==> config.mk <==
export PLATFORM = sky130hd
export DESIGN_NAME = gptb_top
export DESIGN_NICKNAME = d
export VERILOG_FILES = /design/src/gptb_pkg.sv /design/src/gptb_timer.sv /design/src/gptb_edge.sv /design/src/gptb_top.sv
export SDC_FILE = /design/constraint.sdc
export NUM_CORES = 1
export LEC_CHECK = 0
export BUFFER_PORTS_ARGS = -buffer_cell sky130_fd_sc_hd__buf_4
export CORE_MARGIN = 4
export CORE_UTILIZATION = 25
export CTS_BUF_LIST = sky130_fd_sc_hd__clkbuf_8
export DETAILED_ROUTE_END_ITERATION = 10
export HOLD_SLACK_MARGIN = 0.1
export PLACE_DENSITY = 0.44
export RECOVER_POWER = 100
export SETUP_SLACK_MARGIN = 0.1
export SYNTH_ARGS = -nofsm -noshare
export SYNTH_HDL_FRONTEND = slang
export SYNTH_HIERARCHICAL = 1
export SYNTH_SLANG_ARGS = --single-unit
==> constraint.sdc <==
create_clock -name pclk -period 3.7 [get_ports pclk]
set_input_delay 0.74 -clock pclk [delete_from_list [all_inputs] [get_ports pclk]]
set_output_delay 0.74 -clock pclk [all_outputs]
set_load 0.1 [all_outputs]
==> src/gptb_pkg.sv <==
// gptb_pkg: shared constants for the second general-purpose timer block
// assumes: 32-bit apb, word-aligned registers
package gptb_pkg;
    localparam int unsigned GPTB_TW = 16;
    // register byte offsets
    localparam logic [7:0] GPTB_CORE_CTRL_OFS = 8'h00;
    localparam logic [7:0] GPTB_AUX_CTRL_OFS  = 8'h04;
    localparam logic [7:0] GPTB_CORE_CNT_OFS  = 8'h08;
    localparam logic [7:0] GPTB_AUX_CNT_OFS   = 8'h0C;
    localparam logic [7:0] GPTB_CAPTURE_RELOAD_REG_OFS    = 8'h10;
    localparam logic [7:0] GPTB_STATUS_OFS    = 8'h14;
    // timer control fields
    localparam int unsigned GPTB_F_RUN   = 0;
    localparam int unsigned GPTB_F_DOWN  = 1;
    localparam int unsigned GPTB_F_EXTDIR = 2;
    localparam int unsigned GPTB_F_MODE  = 3;  // 2 bits
    localparam int unsigned GPTB_F_OUTEN = 5;  // core only
    localparam int unsigned GPTB_F_RLDEN = 6;  // core only
    localparam int unsigned GPTB_F_CAPEN = 7;  // aux only
    localparam int unsigned GPTB_F_CLREN = 8;  // aux only
    localparam int unsigned GPTB_F_CSEL  = 9;  // aux only, 2 bits
    localparam int unsigned GPTB_F_CEDGE = 11; // aux only, 2 bits
    localparam int unsigned GPTB_CTRL_W  = 13;
    localparam logic [GPTB_CTRL_W-1:0] GPTB_CTRL_RST = 13'h0000;
    // status fields
    localparam int unsigned GPTB_S_CAPIRQ = 0;
    localparam int unsigned GPTB_S_LATCH  = 1;
    // count modes
    typedef enum logic [1:0] {
        GPTB_M_CLOCK = 2'b00,  // every pclk
        GPTB_M_EDGE  = 2'b01,  // count-input rising edge
        GPTB_M_GATE  = 2'b11,  // count while count input high
        GPTB_M_LATCH = 2'b10   // toggle latch edges (aux only)
    } gptb_mode_t;
endpackage

==> src/gptb_timer.sv <==
// gptb_timer: one 16-bit up/down timer with load and clear
// assumes: inputs synchronous to pclk, edges computed upstream
`timescale 1ns/1ns
`default_nettype none
module gptb_timer
    import gptb_pkg::*;
#(
    parameter int unsigned W = GPTB_TW
) (
    input  wire logic         pclk,      // clock
    input  wire logic         presetn,   // async reset, low
    input  wire logic         count_en,  // count one step
    input  wire logic         down,      // direction
    input  wire logic         load,      // load value
    input  wire logic [W-1:0] load_val,  // value to load
    input  wire logic         clear,     // clear to zero
    output logic [W-1:0]      cnt_q,     // counter
    output logic              ovf        // wrap event, one cycle
);
    logic [W-1:0] cnt_d;

    always_comb begin
        cnt_d = cnt_q;
        ovf   = 1'b0;
        if (count_en) begin
            ovf   = down ? (cnt_q == '0) : (cnt_q == '1);
            cnt_d = down ? cnt_q - 1'b1 : cnt_q + 1'b1;
        end
        if (load) begin
            cnt_d = load_val;
        end
        if (clear) begin
            cnt_d = '0;
        end
    end

    always_ff @(posedge pclk or negedge presetn) begin
        if (!presetn) begin
            cnt_q <= '0;
        end else begin
            cnt_q <= cnt_d;
        end
    end
endmodule
`default_nettype wire

==> src/gptb_edge.sv <==
// gptb_edge: rising/falling edge detect on a synchronous level
// assumes: input already synchronous to pclk
`timescale 1ns/1ns
`default_nettype none
module gptb_edge (
    input  wire logic pclk,     // clock
    input  wire logic presetn,  // async reset, low
    input  wire logic level,    // level to watch
    output logic      rise,     // rising edge pulse
    output logic      fall      // falling edge pulse
);
    logic prev_q;
    logic prev_d;

    always_comb begin
        prev_d = level;
        rise   = level & ~prev_q;
        fall   = ~level & prev_q;
    end

    always_ff @(posedge pclk or negedge presetn) begin
        if (!presetn) begin
            prev_q <= 1'b0;
        end else begin
            prev_q <= prev_d;
        end
    end
endmodule
`default_nettype wire

==> src/gptb_top.sv <==
// gptb_top: timer block two with core and auxiliary timers and capture/reload
// assumes: apb master on pclk; pins synchronous to pclk
// Notes on behaviour
// direction by software or external pin
// toggle latch flips on core wrap
// latch clocks aux timer, drives output
// core wraps clock the compare unit
// core wrap optionally reloads from capture register
// capture pin edge latches aux timer
// optionally clear aux after capture
// capture also from block one inputs
// core count/gate input driven externally
// aux count/gate input driven externally
// direction pins driven externally
// 16-bit timers, wrap-around
// capture raises interrupt request flag
//
// Chosen here: the register offsets and the APB slave port.
`timescale 1ns/1ns
`default_nettype none
module gptb_top
    import gptb_pkg::*;
(
    input  wire logic        pclk,                      // clock, 50 MHz
    input  wire logic        presetn,                   // async reset, low
    input  wire logic        psel,                      // apb select
    input  wire logic        penable,                   // apb enable
    input  wire logic        pwrite,                    // apb write
    input  wire logic [7:0]  paddr,                     // apb address
    input  wire logic [31:0] pwdata,                    // apb write data
    output logic [31:0]      prdata,                    // apb read data
    output logic             pready,                    // apb ready
    output logic             pslverr,                   // apb error
    input  wire logic        core_count_gate_input,     // core count/gate pin
    input  wire logic        aux_count_gate_input,      // aux count/gate pin
    input  wire logic        core_direction_input,      // core direction pin
    input  wire logic        aux_direction_input,       // aux direction pin
    input  wire logic        capture_input_pin,         // capture pin
    input  wire logic        block_one_count_input,     // block one count input
    input  wire logic        block_one_direction_input, // block one direction input
    output logic             core_toggle_output_pin,    // latch out, gated
    output logic             compare_unit_clk,          // core wrap pulse
    output logic             capture_irq                // capture request flag
);
    logic [GPTB_CTRL_W-1:0] core_ctrl_q, core_ctrl_d;
    logic [GPTB_CTRL_W-1:0] aux_ctrl_q, aux_ctrl_d;
    logic [GPTB_TW-1:0]     capture_reload_reg_q, capture_reload_reg_d;
    logic                   latch_q, latch_d;
    logic                   irq_q, irq_d;
    logic                   ocomp_q, ocomp_d;
    logic                   pout_q, pout_d;
    logic [31:0]            rdata_q, rdata_d;

    logic [GPTB_TW-1:0] core_cnt, aux_cnt;
    logic core_ovf, aux_ovf;
    logic core_step, aux_step;
    logic core_down, aux_down;
    logic core_rise, aux_rise, cap_rise, cap_fall;
    logic b1c_rise, b1c_fall, b1d_rise, b1d_fall;
    logic lat_rise, lat_fall;
    logic cap_evt;
    logic wr, rd;
    logic core_wr, aux_wr, cap_wr;

    gptb_edge u_e_core (.pclk(pclk), .presetn(presetn), .level(core_count_gate_input),
                        .rise(core_rise), .fall());
    gptb_edge u_e_aux  (.pclk(pclk), .presetn(presetn), .level(aux_count_gate_input),
                        .rise(aux_rise), .fall());
    gptb_edge u_e_cap  (.pclk(pclk), .presetn(presetn), .level(capture_input_pin),
                        .rise(cap_rise), .fall(cap_fall));
    gptb_edge u_e_b1c  (.pclk(pclk), .presetn(presetn), .level(block_one_count_input),
                        .rise(b1c_rise), .fall(b1c_fall));
    gptb_edge u_e_b1d  (.pclk(pclk), .presetn(presetn), .level(block_one_direction_input),
                        .rise(b1d_rise), .fall(b1d_fall));
    gptb_edge u_e_lat  (.pclk(pclk), .presetn(presetn), .level(latch_q),
                        .rise(lat_rise), .fall(lat_fall));

    // apb decode: zero wait states
    always_comb begin
        wr      = psel & penable & pwrite;
        rd      = psel & penable & ~pwrite;
        pready  = 1'b1;
        pslverr = psel & penable & (paddr > GPTB_STATUS_OFS || paddr[1:0] != 2'b00);
        core_wr = wr & (paddr == GPTB_CORE_CNT_OFS);
        aux_wr  = wr & (paddr == GPTB_AUX_CNT_OFS);
        cap_wr  = wr & (paddr == GPTB_CAPTURE_RELOAD_REG_OFS);
    end

    // count enables and directions
    always_comb begin
        core_down = core_ctrl_q[GPTB_F_DOWN];
        if (core_ctrl_q[GPTB_F_EXTDIR]) begin
            core_down = core_ctrl_q[GPTB_F_DOWN] ^ core_direction_input;
        end
        aux_down = aux_ctrl_q[GPTB_F_DOWN];
        if (aux_ctrl_q[GPTB_F_EXTDIR]) begin
            aux_down = aux_ctrl_q[GPTB_F_DOWN] ^ aux_direction_input;
        end
        case (gptb_mode_t'(core_ctrl_q[GPTB_F_MODE +: 2]))
            GPTB_M_CLOCK: core_step = 1'b1;
            GPTB_M_EDGE:  core_step = core_rise;
            GPTB_M_GATE:  core_step = core_count_gate_input;
            default:      core_step = 1'b0;
        endcase
        case (gptb_mode_t'(aux_ctrl_q[GPTB_F_MODE +: 2]))
            GPTB_M_CLOCK: aux_step = 1'b1;
            GPTB_M_EDGE:  aux_step = aux_rise;
            GPTB_M_GATE:  aux_step = aux_count_gate_input;
            GPTB_M_LATCH: aux_step = lat_rise | lat_fall;
            default:      aux_step = 1'b0;
        endcase
        core_step = core_step & core_ctrl_q[GPTB_F_RUN];
        aux_step  = aux_step & aux_ctrl_q[GPTB_F_RUN];
    end

    // capture trigger selection
    always_comb begin
        cap_evt = 1'b0;
        if (aux_ctrl_q[GPTB_F_CAPEN]) begin
            case (aux_ctrl_q[GPTB_F_CSEL +: 2])
                2'b00:   cap_evt = (aux_ctrl_q[GPTB_F_CEDGE] & cap_rise) |
                                   (aux_ctrl_q[GPTB_F_CEDGE + 1] & cap_fall);
                2'b01:   cap_evt = b1c_rise | b1c_fall;
                2'b10:   cap_evt = b1d_rise | b1d_fall;
                default: cap_evt = b1c_rise | b1c_fall | b1d_rise | b1d_fall;
            endcase
        end
    end

    gptb_timer #(.W(GPTB_TW)) u_core (
        .pclk     (pclk),
        .presetn  (presetn),
        .count_en (core_step),
        .down     (core_down),
        .load     (core_wr | (core_ovf & core_ctrl_q[GPTB_F_RLDEN])),
        .load_val (core_wr ? pwdata[GPTB_TW-1:0] : capture_reload_reg_q),
        .clear    (1'b0),
        .cnt_q    (core_cnt),
        .ovf      (core_ovf)
    );

    gptb_timer #(.W(GPTB_TW)) u_aux (
        .pclk     (pclk),
        .presetn  (presetn),
        .count_en (aux_step),
        .down     (aux_down),
        .load     (aux_wr),
        .load_val (pwdata[GPTB_TW-1:0]),
        .clear    (cap_evt & aux_ctrl_q[GPTB_F_CLREN]),
        .cnt_q    (aux_cnt),
        .ovf      (aux_ovf)
    );

    // registers and flags
    always_comb begin
        core_ctrl_d = core_ctrl_q;
        aux_ctrl_d  = aux_ctrl_q;
        capture_reload_reg_d    = capture_reload_reg_q;
        latch_d     = latch_q ^ core_ovf;
        irq_d       = irq_q;
        ocomp_d     = core_ovf;
        pout_d      = latch_q & core_ctrl_q[GPTB_F_OUTEN];
        rdata_d     = rdata_q;
        if (wr && paddr == GPTB_CORE_CTRL_OFS) begin
            core_ctrl_d = pwdata[GPTB_CTRL_W-1:0];
        end
        if (wr && paddr == GPTB_AUX_CTRL_OFS) begin
            aux_ctrl_d = pwdata[GPTB_CTRL_W-1:0];
        end
        if (cap_wr) begin
            capture_reload_reg_d = pwdata[GPTB_TW-1:0];
        end
        // writing one clears the flag; a capture in the same cycle wins
        if (wr && paddr == GPTB_STATUS_OFS && pwdata[GPTB_S_CAPIRQ]) begin
            irq_d = 1'b0;
        end
        if (cap_evt) begin
            capture_reload_reg_d = aux_cnt;
            irq_d    = 1'b1;
        end
        if (rd) begin
            case (paddr)
                GPTB_CORE_CTRL_OFS: rdata_d = {19'h00000, core_ctrl_q};
                GPTB_AUX_CTRL_OFS:  rdata_d = {19'h00000, aux_ctrl_q};
                GPTB_CORE_CNT_OFS:  rdata_d = {16'h0000, core_cnt};
                GPTB_AUX_CNT_OFS:   rdata_d = {16'h0000, aux_cnt};
                GPTB_CAPTURE_RELOAD_REG_OFS:    rdata_d = {16'h0000, capture_reload_reg_q};
                GPTB_STATUS_OFS:    rdata_d = {30'h00000000, latch_q, irq_q};
                default:            rdata_d = 32'h00000000;
            endcase
        end
    end

    always_ff @(posedge pclk or negedge presetn) begin
        if (!presetn) begin
            core_ctrl_q <= GPTB_CTRL_RST;
            aux_ctrl_q  <= GPTB_CTRL_RST;
            capture_reload_reg_q    <= '0;
            latch_q     <= 1'b0;
            irq_q       <= 1'b0;
            ocomp_q     <= 1'b0;
            pout_q      <= 1'b0;
            rdata_q     <= 32'h00000000;
        end else begin
            core_ctrl_q <= core_ctrl_d;
            aux_ctrl_q  <= aux_ctrl_d;
            capture_reload_reg_q    <= capture_reload_reg_d;
            latch_q     <= latch_d;
            irq_q       <= irq_d;
            ocomp_q     <= ocomp_d;
            pout_q      <= pout_d;
            rdata_q     <= rdata_d;
        end
    end

    // read data is combinational over the register snapshot for zero-wait answers
    always_comb begin
        prdata = 32'h00000000;
        if (rd) begin
            case (paddr)
                GPTB_CORE_CTRL_OFS: prdata = {19'h00000, core_ctrl_q};
                GPTB_AUX_CTRL_OFS:  prdata = {19'h00000, aux_ctrl_q};
                GPTB_CORE_CNT_OFS:  prdata = {16'h0000, core_cnt};
                GPTB_AUX_CNT_OFS:   prdata = {16'h0000, aux_cnt};
                GPTB_CAPTURE_RELOAD_REG_OFS:    prdata = {16'h0000, capture_reload_reg_q};
                GPTB_STATUS_OFS:    prdata = {30'h00000000, latch_q, irq_q};
                default:            prdata = 32'h00000000;
            endcase
        end
        core_toggle_output_pin = pout_q;
        compare_unit_clk       = ocomp_q;
        capture_irq            = irq_q;
    end
endmodule
`default_nettype wire

* Word-level counts from Yosys, hierarchy flattened
Cells that the tools add are included.
Operators by class: add/subtract/negate cells 4, $mul 0, divide/modulo/power cells 0, magnitude comparators 1, eq/ne operators 13, shifts and indexed selects 0, multiplexer cells 22, bitwise logic cells 45, reductions and logical operators 15
Operators by type and width (count):
- $mux W16 | 10
- $pmux W16 S6 | 1
- $add A16 B1 Y16 const B | 2
- $mux W32 | 1
- $sub A16 B1 Y16 const B | 2
- $and A1 B1 Y1 | 24
- $eq A16 B16 Y1 const B | 1
- $eq A8 B4 Y1 const B | 2
- $eq A8 B5 Y1 const B | 2
- $logic_not A16 Y1 | 1
- $not A1 Y1 | 11
- $eq A2 B2 Y1 const B | 4
- $eq A8 B3 Y1 const B | 1
- $gt A8 B5 Y1 const B | 1
- $logic_not A8 Y1 | 1
- $reduce_bool A2 Y1 | 4
- $mux W1 | 7
- $or A1 B1 Y1 | 7
- $eq A2 B1 Y1 const B | 3
- $logic_not A2 Y1 | 3
- $pmux W1 S3 | 2
- $logic_and A1 B1 Y1 | 4
- $pmux W1 S4 | 1
- $reduce_bool A3 Y1 | 1
- other kinds (2) | 4
Word-level totals: bits in registers 84, latch bits 0, memory bits (writable) 0, memory bits (read-only) 0, input bits 52, output and inout port bits 37, logic and storage cells 115, memories 0

* Depth between registers and ports, before layout
depth in word-level cells 9, mapped depth 15, gate-level depth less buffers 14

* Modules after synthesis
Netlist, hierarchy kept.
Modules (own cells, without submodules):
- gptb_timer | instances 2, cells each 206, area each 1666.6 um^2, seq. area each 400.4 um^2
- gptb_top | instances 1, cells each 299, area each 3091.7 um^2, seq. area each 1151.1 um^2
- gptb_edge | instances 6, cells each 3, area each 40.0 um^2, seq. area each 25.0 um^2

* Worst setup path before layout
Ideal clock, no wire load.
kind in2out, start input paddr[4], end output prdata[1], data arrival time 3.902 ns, data required time 2.960 ns, setup slack -0.942 ns, stages on the path 6, buffers on the path 2, cell sequence buf_6 > or4_4 > nor3_2 > buf_2 > a32oi_1 > nor3_1
Between the ends: cells in the longest elaborated chain, start to end 3, elaborated cells between the ends (all ways) 8, those cells by class eq/ne (5); mux (2); reduce/logical (1)
Ends and longest elaborated chain:
- from (decl) | RTL line gptb_top.sv:29 | input wire logic [7:0] paddr,
- $eq A8 B5 Y1, or another cell as far along | RTL line gptb_top.sv:220 | case (paddr)
- $pmux W16 S6 (*) | RTL line gptb_top.sv:220
- $mux W32 (*) | RTL line gptb_top.sv:219 | if (rd) begin
- to (decl) | RTL line gptb_top.sv:31 | output logic [31:0] prdata,
Mark *: on every way between the ends. The rest lies on a longest branch, timed or not.

* Worst setup path after layout
start input paddr[2], end output prdata[8]
Same word-level chain as after synthesis.

==> load_flow_metrics.sql <==
INSERT INTO impl_metrics (metric_group, metric, value, unit) VALUES
('worst_setup_path', 'r2r_cells', '9', ''),
('clock_network', 'cts_max_level', '3', ''),
('clock_network', 'clk-insertion-delay-late', '0.38', 'ns'),
('synth', 'avg_synthesized_cell_area', '9.198', 'sq um'),
('sta', 'timing.max_slew.rel_slack', '9.749', '%'),
('cells_and_area', 'num_antenna_cells', '0', ''),
('worst_setup_path', 'crit_path_end_kind', 'output pin', ''),
('route', 'met2RoutedLength', '9600', 'um'),
('floorplan', 'start_util', '25.27', '%'),
('placed_design', 'post_dp_cell_area', '0.007416', 'sq mm'),
('worst_setup_path', 'r2r_startpoint', 'aux_ctrl_q[2]$_DFFE_PN0P_', ''),
('floorplan', 'core', '0.02598', 'sq mm'),
('route', 'drtIter0Drc', '390', ''),
('global_route', 'globalRouteOverflowTotal', '0', ''),
('sta', 'clock_skew', '0.01354', 'ns'),
('worst_setup_path', 'startpoint', 'paddr[2]', ''),
('worst_setup_path', 'crit-reg2reg-capture', 'u_aux/cnt_q[8]$_DFFE_PN0P_', ''),
('route', 'drt_drc_violations_left', '0', ''),
('global_route', 'grt_use_total', '14.68', '%'),
('floorplan', 'floorplan.die_area', '0.02893', 'sq mm'),
('worst_setup_path', 'endpoint_arrival_time_on_the_critical_path', '2.71', 'ns'),
('route', 'detailroute.via_count', '5718', ''),
('sta', 'grt_setup_unrepaired', 'false', ''),
('run_status', 'result_of_the_run', 'complete, no violations', ''),
('sta', 'tightestPinTransition', '1.354', 'ns'),
('clock_network', 'number_of_post_cts_setup_repair_buffers', '0', ''),
('cells_and_area', 'multi_input_logic_area', '0.004164', 'sq mm'),
('synth', 'netlist_instances', '714', ''),
('sta', 'post-route-min-period', '3.454', 'ns'),
('clock_network', 'cts_root_buf', 'clkbuf_8', ''),
('placed_design', 'detailed_placement_hpwl', '16060', 'um'),
('route', 'drt_wl_total', '21290', 'um'),
('worst_setup_path', 'crit_fanout', '24', ''),
('global_route', 'largest_net_degree_at_the_start_of_global_routing', '50', ''),
('clock_network', 'clock_tree_from_tritoncts', 'built', ''),
('clock_network', 'cts-root-to-sink-buffers', '2', ''),
('route', 'drt-met1-wl', '10640', 'um'),
('cells_and_area', 'fin_area', '0.007501', 'sq mm'),
('route', 'antenna_violating_nets_remaining', '0', ''),
('placed_design', 'portBuffers', '55', ''),
('global_route', 'wire_length_of_the_first_global_routing_pass', '33400', 'um'),
('clock_network', 'num_cts_buffers', '9', ''),
('sta', 'final.period_utilization', '93.35', '%'),
('clock_network', 'cts-resized-gates', '0', ''),
('cells_and_area', 'post_route_cells_drive_above_1_share', '20.77', '%'),
('placed_design', 'place_worst_setup_slack', '0.4109', 'ns'),
('cells_and_area', 'seqCellArea', '0.002102', 'sq mm'),
('clock_network', 'numClockSinks', '84', ''),
('route', 'drt-pass1-iter-count', '5', ''),
('clock_network', 'hold_buffers', '0', ''),
('floorplan', 'fp-row-count', '59', ''),
('sta', 'final_hold_viol_count', '0', ''),
('sta', 'setup_viol', '0', ''),
('route', 'wl_per_cell', '19.18', 'um'),
('job', 'timing.max_cap.violations', '0', ''),
('synth', 'yosys_warnings', '6', ''),
('cells_and_area', 'layout.nets', '853', ''),
('sta', 'fmax', '0.2895', 'GHz'),
('cells_and_area', 'filler_cell_count', '2823', ''),
('sta', 'final_worst_setup_slack', '0.2460', 'ns'),
('cells_and_area', 'final_cell_mix', 'dfrtp_1, nand2_1, mux2_2, buf_4, nor2_1', ''),
('worst_setup_path', 'critPathRequiredTime', '2.96', 'ns'),
('route', 'met3_wirelength', '861', 'um'),
('floorplan', 'fp.dieW', '170.1', 'um'),
('route', 'post_drt_via_cell_ratio', '5.151', ''),
('sta', 'timing.final.max_slew_violations', '0', ''),
('worst_setup_path', 'cp-start-kind', 'input pin', ''),
('worst_hold_path', 'hold_start', 'block_one_count_input', ''),
('worst_setup_path', 'rrSetupSlack', '0.55', 'ns'),
('cells_and_area', 'layout_commonest_cell', 'dfrtp_1', ''),
('worst_setup_path', 'timing_worst_setup_path_type', 'input pin to output pin', '');
-- power breakdown --
| group | total, W | switching (W) | internal (W) | leakage [nW] |
|---|---|---|---|---|
| combinational | 0.000355 | 0.000240 | 0.000116 | 2.19 |
| clock | 0.000774 | 0.000362 | 0.000413 | 0.111 |
| sequential | 0.000992 | 0.0000448 | 0.000948 | 1.16 |
| total | 0.00212 | 0.000646 | 0.00148 | 3.46 |
-- sequential cells by signal (all words and copies together) (netlist names) --
register and count:
u_e_aux/prev_q 1, u_e_core/prev_q 1, core_ctrl_q 13, aux_ctrl_q 13, capture_reload_reg_q 16, latch_q 1, capture_irq 1, u_core/cnt_q 16
u_e_b1d/prev_q 1, compare_unit_clk 1, core_toggle_output_pin 1, u_e_lat/prev_q 1, u_e_b1c/prev_q 1, u_aux/cnt_q 16, u_e_cap/prev_q 1
-- worst min path at each step --
stage | end | slack [ns] | cells after the start
after global routing | u_e_b1d/prev_q$_DFF_PN0_ | 0.48 | 1
after detailed placement | core_ctrl_q[7]$_DFFE_PN0P_ | 0.50 | 1
after global placement | core_ctrl_q[7]$_DFFE_PN0P_ | 0.49 | 1
after CTS | u_aux/cnt_q[4]$_DFFE_PN0P_ | 0.41 | 1
final | u_e_b1c/prev_q$_DFF_PN0_ | 0.49 | 1
after floorplan | u_e_lat/prev_q$_DFF_PN0_ | 0.43 | 0
-- layout make-up --
cell class	instances	area share, %
multi-input cells	575	55.51
flip-flops and latches	84	28.02
repair buffers	82	6.939
well taps	335	5.588
clock buffers	11	2.018
clock inverters	4	0.9675
inverters	19	0.9508
-- critical path, cell delays in order --
cell and delay (ns):
clkbuf_2 0.42, nor3_1 0.36, and3_1 0.19, buf_4 0.22, nand2_1 0.11, a21oi_2 0.16, clkbuf_2 0.48
-- metrics by stage --
| stage | cells | power, W | hold slack, ns | util [%] | TNS [ns] |
|---|---|---|---|---|---|
| after floorplan | 730 | 0.001257 | 0.4294 | - | -0.9501 |
| after global placement | 1095 | 0.001373 | 0.4904 | 28.54 | 0 |
| after detailed placement | 1095 | 0.001375 | 0.4977 | 28.54 | 0 |
| after CTS | 1110 | 0.002162 | 0.4053 | 29.40 | 0 |
| after global routing | 1110 | 0.002220 | 0.4796 | 28.87 | 0 |
| final | 1110 | 0.002122 | 0.4924 | 28.87 | 0 |
-- layer usage --
metal	vias to the layer above	GRT usage, %
met3	12	2.462
met2	130	23.57
met1	2809	21.03
met4	0	2.569
li1	2767	-
met5	-	0
No activity file was read; power rests on OpenSTA's default activity.
